**src/design/ucsad_consts.svh**
```systemverilog
/*
 * Constants of the alpha-field decoder: lead codes, padding value and reset values.
 * Assumes it is included by bare name from the design files.
 */
`ifndef UCSAD_CONSTS_SVH
`define UCSAD_CONSTS_SVH

// ****************************************************************
// lead bytes and padding
// ****************************************************************
`define UCSAD_LEAD_DIRECT   8'h80
`define UCSAD_LEAD_HALF     8'h81
`define UCSAD_LEAD_WIDE     8'h82
`define UCSAD_PAD_BYTE      8'hFF

// ****************************************************************
// field positions and reset values
// ****************************************************************
`define UCSAD_TOP_BIT       7
`define UCSAD_HALF_SHIFT    7
`define UCSAD_BASE_RST      16'h0000
`define UCSAD_COUNT_RST     8'h00
`define UCSAD_HI_RST        8'h00

`endif

```
**src/design/ucsad_pkg.sv**
```systemverilog
/*
 * Types of the alpha-field decoder: input byte carrier, output character and states.
 * Assumes nothing beyond the constants header.
 */
package ucsad_pkg;

    // ****************************************************************
    // carriers
    // ****************************************************************
    typedef struct packed {
        logic       first;
        logic       last;
        logic [7:0] data;
    } ucsad_byte_s;

    typedef struct packed {
        logic        gsm;
        logic [15:0] code;
    } ucsad_char_s;

    // ****************************************************************
    // decoder states, one-hot
    // ****************************************************************
    typedef enum logic [8:0] {
        ST_LEAD      = 9'h001,
        ST_DIRECT_HI = 9'h002,
        ST_DIRECT_LO = 9'h004,
        ST_COUNT     = 9'h008,
        ST_BASE_HI   = 9'h010,
        ST_BASE_LO   = 9'h020,
        ST_CHARS     = 9'h040,
        ST_PLAIN     = 9'h080,
        ST_SKIP      = 9'h100
    } ucsad_state_e;

endpackage : ucsad_pkg

```
**src/design/ucsad_decoder.sv**
```systemverilog
/*
 * Alpha-field decoder: turns a record byte stream into one character per output strobe.
 * Assumes the byte source runs on this clock and marks the first and last byte of each field.
 */
`timescale 1ns/1ps
`include "ucsad_consts.svh"

module ucsad_decoder (
    input  wire logic                  clock,
    input  wire logic                  srst,
    input  wire logic                  clk_en,
    input  wire logic                  byte_valid,
    input  ucsad_pkg::ucsad_byte_s     byte_in,
    output logic                       char_valid_q,
    output ucsad_pkg::ucsad_char_s     char_q,
    output logic                       done_q,
    output logic                       done_short_q
);

    ucsad_pkg::ucsad_state_e state_q;
    ucsad_pkg::ucsad_state_e state_d;
    logic                    wide_q;
    logic                    wide_d;
    logic [7:0]              hi_q;
    logic [7:0]              remain_q;
    logic [15:0]             base_q;
    logic                    emit_d;
    logic                    short_d;
    ucsad_pkg::ucsad_char_s  char_d;
    ucsad_pkg::ucsad_char_s  mapped;
    logic                    acc;

    // ****************************************************************
    // helpers
    // ****************************************************************
    function automatic ucsad_pkg::ucsad_char_s gsm_char(input logic [7:0] b);
        ucsad_pkg::ucsad_char_s c;
        c.gsm  = 1'b1;
        c.code = {9'h000, b[6:0]};
        return c;
    endfunction : gsm_char

    function automatic logic is_pad(input logic [7:0] b);
        return b == `UCSAD_PAD_BYTE;
    endfunction : is_pad

    assign acc = clk_en & byte_valid;

    ucsad_char_map u_map (
        .char_byte (byte_in.data),
        .base      (base_q),
        .result    (mapped)
    );

    // ****************************************************************
    // next state and character
    // ****************************************************************
    always_comb begin
        state_d = state_q;
        wide_d  = wide_q;
        emit_d  = 1'b0;
        short_d = 1'b0;
        char_d  = '0;
        if (acc) begin
            if (byte_in.first) begin
                if (byte_in.data == `UCSAD_LEAD_DIRECT) begin
                    state_d = ucsad_pkg::ST_DIRECT_HI;
                end else if (byte_in.data == `UCSAD_LEAD_HALF) begin
                    state_d = ucsad_pkg::ST_COUNT;
                    wide_d  = 1'b0;
                end else if (byte_in.data == `UCSAD_LEAD_WIDE) begin
                    state_d = ucsad_pkg::ST_COUNT;
                    wide_d  = 1'b1;
                end else if (is_pad(byte_in.data)) begin
                    state_d = ucsad_pkg::ST_SKIP;
                end else begin
                    state_d = ucsad_pkg::ST_PLAIN;
                    emit_d  = 1'b1;
                    char_d  = gsm_char(byte_in.data);
                end
            end else begin
                unique case (state_q)
                    ucsad_pkg::ST_LEAD: begin
                        state_d = ucsad_pkg::ST_LEAD;
                    end
                    ucsad_pkg::ST_DIRECT_HI: begin
                        state_d = is_pad(byte_in.data) ? ucsad_pkg::ST_SKIP : ucsad_pkg::ST_DIRECT_LO;
                    end
                    ucsad_pkg::ST_DIRECT_LO: begin
                        state_d     = ucsad_pkg::ST_DIRECT_HI;
                        emit_d      = 1'b1;
                        char_d.gsm  = 1'b0;
                        char_d.code = {hi_q, byte_in.data};
                    end
                    ucsad_pkg::ST_COUNT: begin
                        state_d = (byte_in.data == `UCSAD_COUNT_RST) ? ucsad_pkg::ST_SKIP : ucsad_pkg::ST_BASE_HI;
                    end
                    ucsad_pkg::ST_BASE_HI: begin
                        state_d = wide_q ? ucsad_pkg::ST_BASE_LO : ucsad_pkg::ST_CHARS;
                    end
                    ucsad_pkg::ST_BASE_LO: begin
                        state_d = ucsad_pkg::ST_CHARS;
                    end
                    ucsad_pkg::ST_CHARS: begin
                        emit_d  = 1'b1;
                        char_d  = mapped;
                        state_d = (remain_q == 8'h01) ? ucsad_pkg::ST_SKIP : ucsad_pkg::ST_CHARS;
                    end
                    ucsad_pkg::ST_PLAIN: begin
                        if (is_pad(byte_in.data)) begin
                            state_d = ucsad_pkg::ST_SKIP;
                        end else begin
                            emit_d = 1'b1;
                            char_d = gsm_char(byte_in.data);
                        end
                    end
                    ucsad_pkg::ST_SKIP: begin
                        state_d = ucsad_pkg::ST_SKIP;
                    end
                endcase
            end
            if (byte_in.last) begin
                // a counted field cut off after its lead byte and before its count runs out is reported as short; a lone lead byte is not
                short_d = !byte_in.first && ((state_q == ucsad_pkg::ST_COUNT) ||
                          (state_q == ucsad_pkg::ST_BASE_HI) || (state_q == ucsad_pkg::ST_BASE_LO) ||
                          ((state_q == ucsad_pkg::ST_CHARS) && (remain_q != 8'h01)));
                state_d = ucsad_pkg::ST_LEAD;
            end
        end
    end

    // ****************************************************************
    // state register
    // ****************************************************************
    always_ff @(posedge clock) begin
        if (srst) begin
            state_q <= ucsad_pkg::ST_LEAD;
            wide_q  <= 1'b0;
        end else if (clk_en) begin
            state_q <= state_d;
            wide_q  <= wide_d;
        end
    end

    // ****************************************************************
    // field registers: high half, count, base
    // ****************************************************************
    always_ff @(posedge clock) begin
        if (srst) begin
            hi_q     <= `UCSAD_HI_RST;
            remain_q <= `UCSAD_COUNT_RST;
            base_q   <= `UCSAD_BASE_RST;
        end else if (acc && !byte_in.first) begin
            if (state_q == ucsad_pkg::ST_DIRECT_HI) begin
                hi_q <= byte_in.data;
            end
            if (state_q == ucsad_pkg::ST_COUNT) begin
                remain_q <= byte_in.data;
            end else if (state_q == ucsad_pkg::ST_CHARS) begin
                remain_q <= 8'(remain_q - 8'h01);
            end
            if (state_q == ucsad_pkg::ST_BASE_HI) begin
                // half-page base, high half of full base
                base_q <= wide_q ? {byte_in.data, 8'h00}
                                 : {1'b0, byte_in.data, `UCSAD_HALF_SHIFT'(0)};
            end
            if (state_q == ucsad_pkg::ST_BASE_LO) begin
                base_q <= {base_q[15:8], byte_in.data};
            end
        end
    end

    // ****************************************************************
    // output registers
    // ****************************************************************
    always_ff @(posedge clock) begin
        if (srst) begin
            char_valid_q <= 1'b0;
            char_q       <= '0;
            done_q       <= 1'b0;
            done_short_q <= 1'b0;
        end else if (clk_en) begin
            char_valid_q <= emit_d;
            if (emit_d) begin
                char_q <= char_d;
            end
            done_q       <= acc & byte_in.last;
            done_short_q <= short_d;
        end
    end

    // ****************************************************************
    // checks
    // ****************************************************************
    AST_LEAD_DIRECT: assert property (@(posedge clock) disable iff (srst)
        acc && byte_in.first && byte_in.data == 8'h80 && !byte_in.last |=> state_q == ucsad_pkg::ST_DIRECT_HI)
        else $error("lead 80 did not enter pair mode");
    AST_PAIR_ORDER: assert property (@(posedge clock) disable iff (srst)
        acc && !byte_in.first && state_q == ucsad_pkg::ST_DIRECT_LO
        |=> char_valid_q && !char_q.gsm && char_q.code == {$past(hi_q), $past(byte_in.data)})
        else $error("pair not assembled high byte first");
    AST_ODD_SILENT: assert property (@(posedge clock) disable iff (srst)
        acc && !byte_in.first && state_q == ucsad_pkg::ST_DIRECT_HI |=> !char_valid_q)
        else $error("lone byte of a pair produced a character");
    AST_HALF_BASE: assert property (@(posedge clock) disable iff (srst)
        acc && !byte_in.first && state_q == ucsad_pkg::ST_BASE_HI && !wide_q
        |=> base_q == {1'b0, $past(byte_in.data), 7'h00})
        else $error("half-page base misplaced");
    AST_WIDE_BASE: assert property (@(posedge clock) disable iff (srst)
        acc && !byte_in.first && state_q == ucsad_pkg::ST_BASE_HI && wide_q
        ##1 acc && !byte_in.first && state_q == ucsad_pkg::ST_BASE_LO
        |=> base_q == {$past(byte_in.data, 2), $past(byte_in.data)})
        else $error("full base not high byte first");
    AST_OFFSET_CHAR: assert property (@(posedge clock) disable iff (srst)
        acc && !byte_in.first && state_q == ucsad_pkg::ST_CHARS && byte_in.data[7]
        |=> char_valid_q && !char_q.gsm && char_q.code == 16'($past(base_q) + {9'h000, $past(byte_in.data[6:0])}))
        else $error("offset character wrong");
    AST_GSM_CHAR: assert property (@(posedge clock) disable iff (srst)
        acc && !byte_in.first && state_q == ucsad_pkg::ST_CHARS && !byte_in.data[7]
        |=> char_valid_q && char_q.gsm && char_q.code == {9'h000, $past(byte_in.data[6:0])})
        else $error("default-alphabet character wrong");
    AST_COUNT_END: assert property (@(posedge clock) disable iff (srst)
        acc && !byte_in.first && !byte_in.last && state_q == ucsad_pkg::ST_CHARS && remain_q == 8'h01
        |=> state_q == ucsad_pkg::ST_SKIP)
        else $error("decoding did not stop at count");
    AST_PLAIN_PAD: assert property (@(posedge clock) disable iff (srst)
        acc && !byte_in.first && state_q == ucsad_pkg::ST_PLAIN && byte_in.data == 8'hFF |=> !char_valid_q)
        else $error("padding emitted as plain character");
    AST_STROBE_PULSE: assert property (@(posedge clock) disable iff (srst)
        clk_en && !byte_valid |=> !char_valid_q)
        else $error("character strobe without a byte");

endmodule : ucsad_decoder

```
**src/design/ucsad_char_map.sv**
```systemverilog
/*
 * Maps one character byte of a base-pointer field to a default-alphabet character or a code point.
 * Assumes a purely combinational use; the caller registers the result.
 */
`timescale 1ns/1ps
`include "ucsad_consts.svh"

module ucsad_char_map (
    input  wire logic [7:0]          char_byte,
    input  wire logic [15:0]         base,
    output ucsad_pkg::ucsad_char_s   result
);

    logic [15:0] offset_sum;

    // ****************************************************************
    // offset addition
    // ****************************************************************
    // the sum wraps at 16 bits; a well-formed base never carries out
    assign offset_sum = 16'(base + {9'h000, char_byte[6:0]});

    always_comb begin
        result.gsm  = ~char_byte[`UCSAD_TOP_BIT];
        result.code = char_byte[`UCSAD_TOP_BIT] ? offset_sum : {9'h000, char_byte[6:0]};
    end

endmodule : ucsad_char_map

```
**config.mk**
```make
export PLATFORM = sky130hd
export DESIGN_NAME = ucsad_decoder
export DESIGN_NICKNAME = d
export VERILOG_FILES = /design/src/design/ucsad_pkg.sv /design/src/design/ucsad_decoder.sv /design/src/design/ucsad_char_map.sv
export VERILOG_INCLUDE_DIRS = /design/src /design/src/design
export SDC_FILE = /design/constraint.sdc
export NUM_CORES = 1
export LEC_CHECK = 0
export BUFFER_PORTS_ARGS = -buffer_cell sky130_fd_sc_hd__buf_2
export CAP_MARGIN = 20
export CORE_AREA = 5 5 90 92
export CTS_BUF_LIST = sky130_fd_sc_hd__clkbuf_16
export DETAILED_ROUTE_END_ITERATION = 12
export DIE_AREA = 0 0 95 97
export PLACE_DENSITY = 0.74
export RECOVER_POWER = 100
export SLEW_MARGIN = 10
export SYNTH_ARGS = -nofsm -noshare
export SYNTH_HDL_FRONTEND = slang
export SYNTH_SLANG_ARGS = --single-unit
```
**constraint.sdc**
```tcl
create_clock -name clock -period 3.1 [get_ports clock]
set_clock_uncertainty 0.2 [all_clocks]
set_input_delay 0.62 -clock clock [delete_from_list [all_inputs] [get_ports clock]]
set_output_delay 0.62 -clock clock [all_outputs]
set_load 0.005 [all_outputs]
```
==> results of run 1 <==
[cell usage in the layout (no fill, tap or decap), drive strengths merged, types with 2 or more instances in the layout]
master and instances:
clkbuf 19, mux2i 9, a211oi 19, nand4 11, a31o 5, or4 9, nor2 74, xor2 7
o32ai 2, nor2b 3, a221oi 2, a31oi 4, dfxtp 62, ha 9, nor3 12, a21oi 32
nor4 8, a311oi 4, or2 2, inv 13, xnor2 9, buf 42, nand3b 6, a22oi 22
nor4b 2, or3 2, a21boi 4, nand2 42, clkinv 3, and4 5, o22ai 2, nand3 15
and3 5, o21a 5, o211ai 5, o21ai 26, nand2b 3
[final timing paths]
path                             endpoint  slack [ns]  cells after the start
setup / recovery  state_q[2]$_SDFFE_PP0P_        0.33                      6
hold / removal       hi_q[7]$_SDFFE_PP0P_        0.25                      2
setup reg to reg  state_q[2]$_SDFFE_PP0P_        0.33                      6
hold reg to reg      hi_q[7]$_SDFFE_PP0P_        0.25                      2
[worst register-to-register path, cell delays in order, from the launching register on]
cell and delay (ns):
dfxtp_1 0.39, or4_1 0.72, nor4_1 0.30, clkbuf_1 0.46, nand3_1 0.14, or3_1 0.34, a21oi_1 0.14
[registers in the layout (all words and copies together) (netlist names)]
name	cells
base_q	16
remain_q	8
hi_q	8
done_q	1
wide_q	1
done_short_q	1
char_valid_q	1
state_q	9
char_q	17
[kinds of logic after synthesis]
| logic type | Yosys count |
|---|---|
| buffers and inverters | 47 |
| DFF | 62 |
| adders and majority gates | 10 |
| xor gates and xnor gates | 16 |
| muxes | 9 |
| and+or+nand+nor | 204 |
| AOI/OAI and AO/OA | 143 |
[power by group through the flow]
stage | combinational (mW) | clock, mW | sequential (mW)
floorplan | 0.0981 | 0 | 0.835
global placement | 0.159 | 0 | 0.835
CTS | 0.161 | 1.01 | 0.819
detailed placement | 0.160 | 0 | 0.836
global route | 0.174 | 1.05 | 0.820
finish | 0.158 | 1.00 | 0.819
[routing by layer]
layer / vias to the layer above / track usage, % / wire length [µm]
met5: - / 0 / 0
met4: 0 / 9.10 / 263
met3: 31 / 4.27 / 769
met2: 168 / 37.5 / 4740
met1: 1796 / 33.9 / 4850
li1: 1866 / - / -
[final cells by class]
class                           instances  area (µm²)
Tap cell                               99         124
Multi-Input combinational cell        382        2400
Clock inverter                          7        72.6
Timing Repair Buffer                   52         299
Inverter                               11        41.3
Clock buffer                            9         225
Sequential cell                        62        1240
Fill cell                             680        2730
[through the flow]
| stage | worst slack [ns] | util, % | cell area (µm²) |
|---|---|---|---|
| final | 0.329 | 61.7 | 4400 |
| after global routing | 0.147 | 61.7 | 4400 |
| after CTS | 0.417 | 62.3 | 4450 |
| after detailed placement | 0.194 | 58.2 | 4150 |
| after global placement | 0.275 | 58.2 | 4150 |
| after floorplan | 0.358 | - | 3880 |
==> results by group, run 1 <==
Timing
  – Peak Freq: 0.361 GHz
  – Measured slew at the worst slew-check pin: 1.59 ns
  – Final min period: 2.77 ns
  – RSZ-0062 raised after global routing: no
  – Setup Viol. Count Final: 0
  – Sum of negative setup slack: 0 ns
  – Final Hold Fails: 0
  – Period utilisation layout: 89.4%
  – Final Max Tran Viols: 34
  – Max transition margin: -6.10%
  – Worst hold slack: 0.254 ns

Worst setup path
  – R2R Path Start: state_q[5]$_SDFFE_PP0P_
  – Startpoint Class: flip-flop
  – CP required: 3.13 ns
  – CP Launch Point: state_q[5]$_SDFFE_PP0P_
  – CP max-delay cell: or4_1
  – Critical path data arrival time: 2.80 ns
  – Crit path capture type: flip-flop
  – Delay of the slowest critical-path stage: 0.72 ns
  – Worst path buffer plus inverter count: 1
  – CP cell instances: or4_1, nor4_1, clkbuf_1, nand3_1, or3_1, a21oi_1
  – Crit path kind: reg -> reg
  – CP Max Fanout: 11
  – Cell family with most CP delay: simple AND/OR/NAND/NOR gates

Clock tree
  – Hold Buf Count CTS: 0
  – Clock-pin slew on the worst setup and hold paths: 0.06 ns
  – CTS buffer count: 9
  – Clk sinks: 62
  – Max H-tree Level: 3
  – Post_cts resized: 0
  – CTS tree: built
  – Postcts setup bufs: 0
  – Clk_lat worst skew: 0.32 ns
  – Clock Path Buffers: 2
  – Root buffer cell: clkbuf_16

Global route
  – Total GRT Usage: 24.5%
  – GR Overflow Total: 0
  – Largest net degree at the start of global routing: 34
  – Vias in the first global route: 3,611
  – Antenna violations before repair: 0
  – First-pass GRT wire length: 18.2 mm

Yosys
  – Main flop type after synthesis: dfxtp_1
  – Commonest cells in the netlist: 73 x nor2_1, 62 x dfxtp_1, 42 x nand2_1
  – Top-count cell post-synth: nor2_1
  – Main combinational cell family by area after synthesis: simple AND/OR/NAND/NOR gates
  – Async SR Flop Fraction: 0%
  – Synth Net Count: 515
  – Yosys warns: 0
  – Number of synthesized flops with an enable pin: 0
  – Adder-cell area share of the yosys netlist: 3.42%
  – Multiplexer area fraction after synthesis: 2.32%
  – Post-synth top area cell: dfxtp_1
  – Gate Count Post-Synth: 491
  – Synthesized flop and latch total: 62
  – Post-synth cell types: 65
  – Yosys top cell area share: 32.0%
  – Post-Synth XOR/XNOR Area: 3.61%
  – Post-synthesis compound-gate area fraction: 26.4%
  – Simple-gate share of the synthesized area: 26.7%
  – Register area share after synthesis: 32.0%
  – Largest cells by area after synthesis: dfxtp_1 32%, nor2_1 7.1%, a21oi_1 4.1%
  – Syn_area_per_cell: 7.90 µm²
  – Synthesized cell area: 3880 µm²

Place
  – IO Port Bufs: 33
  – DPL Wire Length: 7.61 mm
  – Placed instance count: 606
  – GPL Wtd Cong: 0.889

Floorplan
  – Site row count: 31
  – Die H: 97 µm
  – DIE WIDTH: 95 µm
  – Die area: 9220 µm²
  – Initial Util: 54.3%
  – Ports: 34
  – Core ar.: 7140 µm²

Detailed routing
  – WL per Instance: 17.1 µm
  – Drt drc: 0
  – Via density: 6.21
  – Vias: 3,861
  – Detailed Route Iter0 Violations: 258
  – Final WL: 10.6 mm
  – Drt first pass iters: 5
  – Final ANT Viol Nets: 0

Power
  – Tot Pwr: 1.98 mW
  – Clock power frac: 50.6%
  – Leak pwr: 1.55 nW
  – Internal power: 1.49 mW
  – Max IR drop VDD: 0.000221 V
  – Gate power share: 8.0%
  – Pwr dens: 449 nW/µm²
  – Switching Power: 0.487 mW
  – Net Sw Frac: 24.6%
  – Sequential power share: 41.4%

Run status
  – Status: complete, but fails checks
  – Failing checks: max-capacitance violations, max-slew violations

Cells and area
  – Number of nets in the layout: 542
  – P&R area growth vs syn: 13.5%
  – Post-route non-filler standard cell count: 622
  – N_diodes: 0
  – Layout cell share with drive strength beyond 1: 14.9%

Min path
  – Hold Path Class: reg -> reg
  – Hold wc startpoint: hi_q[7]$_SDFFE_PP0P_

Run
  – Max-cap violations: 1
No activity file was read; power rests on OpenSTA's default activity.
==> run 2: changes to the inputs <==
Settings changed: SETUP_SLACK_MARGIN set to 0.5.
==> results by group, run 2 (synthesis gave the netlist of run 1 again) <==
Detailed routing
  – Via density: 6.32 (+1.8%)
  – Drt drc: 0 (unchanged)
  – Final ANT Viol Nets: 0 (unchanged)
  – Vias: 3,938 (+2.0%)
  – Drt first pass iters: 5 (unchanged)
  – Detailed Route Iter0 Violations: 308 (+19%)
  – WL per Instance: 17.8 µm (+4.4%)
  – Final WL: 11.1 mm (+4.6%)

Clock tree
  – Root buffer cell: clkbuf_16
  – Clock Path Buffers: 2 (unchanged)
  – Clock-pin slew on the worst setup and hold paths: 0.06 ns (about the same)
  – CTS tree: built
  – Hold Buf Count CTS: 0 (unchanged)
  – Clk_lat worst skew: 0.33 ns (about the same)
  – Clk sinks: 62 (unchanged)
  – CTS buffer count: 9 (unchanged)
  – Max H-tree Level: 3 (unchanged)

Worst setup path
  – CP required: 3.02 ns (-0.11 ns)
  – CP max-delay cell: or4_1
  – Startpoint Class: flip-flop
  – CP Max Fanout: 16 (+5)
  – Crit path kind: reg -> reg
  – Crit path capture type: flip-flop
  – Critical path data arrival time: 2.64 ns (-0.16 ns)
  – Delay of the slowest critical-path stage: 0.59 ns (-0.13 ns)
  – CP cell instances: or4_1, and4bb_1, a22oi_2, a211oi_4, buf_4, buf_16, a211oi_1

Run
  – Max-cap violations: 1 (unchanged)

Min path
  – Hold Path Class: reg -> reg

Global route
  – Largest net degree at the start of global routing: 41 (+21%)
  – First-pass GRT wire length: 18.4 mm (+1.1%)
  – Antenna violations before repair: 0 (unchanged)
  – Total GRT Usage: 24.9% (+0.44 points)
  – Vias in the first global route: 3,666 (+1.5%)
  – GR Overflow Total: 0 (unchanged)

Cells and area
  – Largest regs: char_q: 17 flops, base_q: 16 flops, state_q: 9 flops
  – Commonest non-fill, non-tap cell in the layout: nor2_1
  – Fillers: 646 (-5.0%)
  – P&R area growth vs syn: 15.1%
  – Commonest non-fill, non-tap cells in the layout: 73 x nor2_1, 62 x dfxtp_1, 42 x nand2_1
  – Number of flip-flops in the largest register: 17 (unchanged)
  – Number of nets in the layout: 543 (+0.18%)
  – Layout cell share with drive strength beyond 1: 16.0% (+1.1 points)
  – N_diodes: 0 (unchanged)
  – Fin area: 4470 µm² (+1.4%)
  – Largest Register: char_q

Timing
  – Max transition margin: -22.9% (-17 points)
  – Final Hold Fails: 0 (unchanged)
  – Final Max Tran Viols: 41 (+21%)
  – Measured slew at the worst slew-check pin: 1.84 ns (+0.252 ns)
  – Final min period: 2.72 ns (-0.0541 ns)
  – Setup Viol. Count Final: 0 (unchanged)
  – Peak Freq: 0.368 GHz (+2.0%)
  – Sum of negative setup slack: 0 ns (unchanged)
  – Period utilisation layout: 87.6% (-1.7 points)
  – RSZ-0062 raised after global routing: yes
  – Worst hold slack: 0.258 ns (+0.00327 ns)

Place
  – IO Port Bufs: 33 (unchanged)
  – GPL Wtd Cong: 0.862 (-3.0%)
  – DPL Wire Length: 7.62 mm (+0.14%)
  – Placed cell area: 4140 µm² (-0.36%)

Run status
  – Status: complete, but fails checks
  – Failing checks: max-capacitance violations, max-slew violations

Floorplan
  – Initial Util: 54.3% (unchanged)
  – DIE WIDTH: 95 µm (unchanged)
  – Core ar.: 7140 µm² (unchanged)
  – Site row count: 31 (unchanged)
  – Die H: 97 µm (unchanged)
  – Die area: 9220 µm² (unchanged)
  – Ports: 34 (unchanged)

Power
  – Max IR drop VDD: 0.000369 V (+67%)
  – Leak pwr: 1.57 nW (+1.3%)
  – Pwr dens: 448 nW/µm² (-0.35%)
## run 2: cell count changes in the layout (fill, tap and decap cells not counted), moves of 2 or more
cell / before / now
buf_4: 15 / 17
a211oi_2: 8 / 5
buf_2: 25 / 23
or4_1: 9 / 6
a211oi_1: 10 / 13
or4_4: 0 / 3
## run 2: what timing repair did
action	CTS	global route
endpoints found under the hold margin	0	0
gates resized for setup	4	9
setup endpoints to repair	15	19
pin swaps	1	1
gates cloned	1	0
setup buffers	2	0
## run 2: worst max-delay path, delay by kind of cell (launching register included)
family                 cells  cell delay (ns)
flip-flops                 1             0.42
AND/OR/NAND/NOR            2             1.04
AO/OA/AOI/OAI              3             0.48
buffers and inverters      2             0.35
## run 2: final cells by class
type	instances	area [µm²]	share of cell area (%)
clock inverter	7	73.8	1.65
multi-input combinational	382	2430	54.4
sequential	62	1240	27.8
tap	99	124	2.77
timing repair buffer	53	332	7.43
inverter	11	41.3	0.925
clock buffer	9	225	5.04
## run 2: worst paths after layout
kind                                 from                      end  slack, ns  depth (start not counted)
setup reg to reg  state_q[8]$_SDFFE_PP0P_  char_q[16]$_SDFFE_PP0P_       0.38                          7
hold reg to reg      hi_q[1]$_SDFFE_PP0P_     hi_q[1]$_SDFFE_PP0P_       0.26                          2
hold / removal       hi_q[1]$_SDFFE_PP0P_     hi_q[1]$_SDFFE_PP0P_       0.26                          2
setup / recovery  state_q[8]$_SDFFE_PP0P_  char_q[16]$_SDFFE_PP0P_       0.38                          7
## run 2: where the power goes
group / leakage, nW / switching (mW) / internal [mW]
logic: 0.924 / 0.103 / 0.0608
registers: 0.502 / 0.00840 / 0.810
clock network: 0.146 / 0.393 / 0.624
## run 2: stage by stage
step                util, %  cells  setup slack [ns]  total power [mW]
floorplan                 -    491             0.512             0.934
global placement       57.9    604             0.270             0.990
detailed placement     57.9    604             0.226             0.993
CTS                    62.9    623             0.497              2.01
global route           62.6    623             0.269              2.07
finish                 62.6    623             0.383              2.00
## run 2: layer usage
metal / global-route usage, % / up-vias / routed length (µm)
met2: 39.5 / 161 / 5240
met3: 4.50 / 24 / 788
met5: 0 / - / 0
met4: 8.32 / 0 / 254
li1: - / 1873 / -
met1: 33.7 / 1880 / 4820
==> run 3: changes to the inputs <==
Settings changed: PLACE_DENSITY 0.74 to 0.83.
==> results by group, run 3 (synthesis gave the netlist of run 1 again) <==
Run status
  – Status: complete, but fails checks
  – Failing checks: max-capacitance violations, max-slew violations

Global route
  – GR Overflow Total: 0 (unchanged)
  – Vias in the first global route: 3,725 (+1.6%)
  – First-pass GRT wire length: 18.6 mm (+1.3%)
  – Largest net degree at the start of global routing: 44 (+7.3%)
  – Antenna violations before repair: 0 (unchanged)
  – Total GRT Usage: 24.9% (about the same)

Worst setup path
  – CP required: 3.13 ns (+0.11 ns)
  – R2R depth: 8 (+1)
  – Cell family with most CP delay: simple AND/OR/NAND/NOR gates
  – Critical path data arrival time: 2.88 ns (+0.24 ns)
  – R2r setup slk: 0.25 ns (-0.14 ns)
  – Delay of the slowest critical-path stage: 0.59 ns (about the same)
  – Crit path capture type: flip-flop
  – Startpoint Class: flip-flop
  – R2R Path Start: state_q[8]$_SDFFE_PP0P_
  – CP Max Fanout: 9 (-7)
  – CP cell instances: or4_1, and4bb_1, a22oi_1, a211oi_4, buf_4, buf_12, nor2_1, a311oi_1
  – FF-to-FF End: char_q[12]$_SDFFE_PP0P_
  – Crit path kind: reg -> reg
  – Worst path buffer plus inverter count: 2 (unchanged)
  – CP max-delay cell: or4_1

Run
  – Max-cap violations: 1 (unchanged)

Cells and area
  – Multi-input logic area: 2470 µm² (+1.5%)
  – P&R area growth vs syn: 16.9%
  – Largest Register: char_q
  – Commonest non-fill, non-tap cell in the layout: nor2_1
  – Register area: 1250 µm² (+0.40%)
  – Number of nets in the layout: 544 (+0.18%)
  – Number of flip-flops in the largest register: 17 (unchanged)
  – Largest regs: char_q: 17 flops, base_q: 16 flops, state_q: 9 flops
  – Layout cell share with drive strength beyond 1: 17.9% (+1.9 points)
  – Fin area: 4540 µm² (+1.6%)
  – Commonest non-fill, non-tap cells in the layout: 73 x nor2_1, 58 x dfxtp_1, 42 x nand2_1
  – Post-route non-filler standard cell count: 623 (unchanged)
  – Fillers: 626 (-3.1%)
  – N_diodes: 0 (unchanged)

Min path
  – Hold path cells: 2 (unchanged)
  – Hold wc startpoint: hi_q[2]$_SDFFE_PP0P_
  – Hold endpoint: hi_q[2]$_SDFFE_PP0P_
  – Hold Path Class: reg -> reg

Clock tree
  – Clk sinks: 62 (unchanged)
  – Root buffer cell: clkbuf_16
  – CTS buffer count: 9 (unchanged)
  – Clock-pin slew on the worst setup and hold paths: 0.05 ns (about the same)
  – Hold Buf Count CTS: 0 (unchanged)
  – Max H-tree Level: 3 (unchanged)
  – Clk_lat worst skew: 0.33 ns (about the same)
  – CTS tree: built
  – Clock Path Buffers: 2 (unchanged)

Timing
  – RSZ-0062 raised after global routing: no
  – Max transition margin: -22.9% (about the same)
  – Final Hold Fails: 0 (unchanged)
  – Period utilisation layout: 92.1% (+4.4 points)
  – Sum of negative setup slack: 0 ns (unchanged)
  – Setup Viol. Count Final: 0 (unchanged)
  – Measured slew at the worst slew-check pin: 1.84 ns (+0.000104 ns)
  – Worst setup margin: 0.245 ns (-0.138 ns)
  – Worst hold slack: 0.260 ns (+0.00229 ns)
  – Final min period: 2.85 ns (+0.138 ns)
  – Final Max Tran Viols: 44 (+7.3%)
  – Peak Freq: 0.350 GHz (-4.8%)

Detailed routing
  – WL per Instance: 18.7 µm (+4.8%)
  – Drt first pass iters: 5 (unchanged)
  – Drt drc: 0 (unchanged)
  – Detailed Route Iter0 Violations: 607 (+97%)
  – Final WL: 11.6 mm (+4.8%)
  – Via density: 6.50 (+2.8%)
  – Final ANT Viol Nets: 0 (unchanged)
  – Vias: 4,048 (+2.8%)

Power
  – Internal power: 1.57 mW (+4.7%)
  – Max IR drop VDD: 0.000291 V (-21%)
  – Sequential power share: 40.3% (-0.6 points)
  – Pwr dens: 449 nW/µm² (+0.22%)
  – Switching Power: 0.470 mW (-6.8%)
  – Clock power frac: 51.0% (about the same)
  – Leak pwr: 1.60 nW (+1.8%)
  – Gate power share: 8.7% (+0.5 points)
  – Net Sw Frac: 23.1% (-2.1 points)

Floorplan
  – Core ar.: 7140 µm² (unchanged)
  – Die H: 97 µm (unchanged)
  – Site row count: 31 (unchanged)
  – Ports: 34 (unchanged)
  – Initial Util: 54.3% (unchanged)
  – DIE WIDTH: 95 µm (unchanged)
  – Die area: 9220 µm² (unchanged)

Place
  – Placed instance count: 602 (-0.33%)
  – GPL Wtd Cong: 1.00 (+16%)
  – DP Worst Slack: 0.226 ns (+0.0000560 ns)
  – Placed cell area: 4120 µm² (-0.36%)
  – DPL Wire Length: 7.58 mm (-0.60%)
  – IO Port Bufs: 33 (unchanged)
run 3: cell types whose count changed in the layout (fill, tap and decap cells not counted), sizes merged:
| cell | change |
|---|---|
| buf | +1 |
| bufinv | +1 |
| clkinvlp | -1 |
| inv | -1 |
run 3: what timing repair did:
item | 4_1_cts | 5_1_grt
setup buffers | 2 | 2
gates resized for setup | 6 | 12
endpoints found under the setup margin | 15 | 18
pin swaps | 1 | 4
cloned | 1 | 1
run 3: area by class of cell:
class | instances | share of cell area [%]
well taps | 99 | 2.73
multi-input cells | 382 | 54.4
clock inverters | 6 | 1.71
inverters | 11 | 0.910
flip-flops and latches | 62 | 27.5
clock buffers | 9 | 4.97
repair buffers | 54 | 7.83
run 3: worst min-delay path, delay by kind of cell, from the launching register on:
kind | cells | cell delay [ns]
flops | 1 | 0.31
simple gates | 1 | 0.05
compound gates | 1 | 0.05
run 3: how the worst max path moves through the flow:
stage                                  from  depth (start not counted)  slack (ns)                 endpoint
finish              state_q[8]$_SDFFE_PP0P_                          8        0.25  char_q[12]$_SDFFE_PP0P_
global route        state_q[8]$_SDFFE_PP0P_                          8        0.23  char_q[10]$_SDFFE_PP0P_
CTS                              byte_in[4]                          8        0.54   char_q[7]$_SDFFE_PP0P_
detailed placement               byte_in[4]                          7        0.23  state_q[8]$_SDFFE_PP0P_
global placement                 byte_in[2]                          7        0.30  state_q[8]$_SDFFE_PP0P_
floorplan                        byte_in[2]                          6        0.51  state_q[8]$_SDFFE_PP0P_
run 3: per-layer routing:
layer | vias up | GRT usage, % | part of all wire [%]
met1 | 1896 | 33.3 | 41
met4 | 0 | 10.2 | 2.5
met2 | 249 | 39.4 | 47
met5 | - | 0 | 0
met3 | 34 | 4.11 | 8.8
li1 | 1869 | - | -
run 3: power groups by stage:
stage | clock (mW) | combinational [mW] | sequential (mW)
final | 1.04 | 0.176 | 0.820
after global routing | 1.07 | 0.190 | 0.821
after CTS | 1.04 | 0.166 | 0.819
after detailed placement | 0 | 0.158 | 0.836
after global placement | 0 | 0.154 | 0.835
after floorplan | 0 | 0.0987 | 0.835
run 3: stage by stage:
stage	utilization (%)	power, mW
floorplan	-	0.934
global placement	57.7	0.988
detailed placement	57.7	0.994
CTS	62.7	2.02
global route	63.6	2.08
finish	63.6	2.04
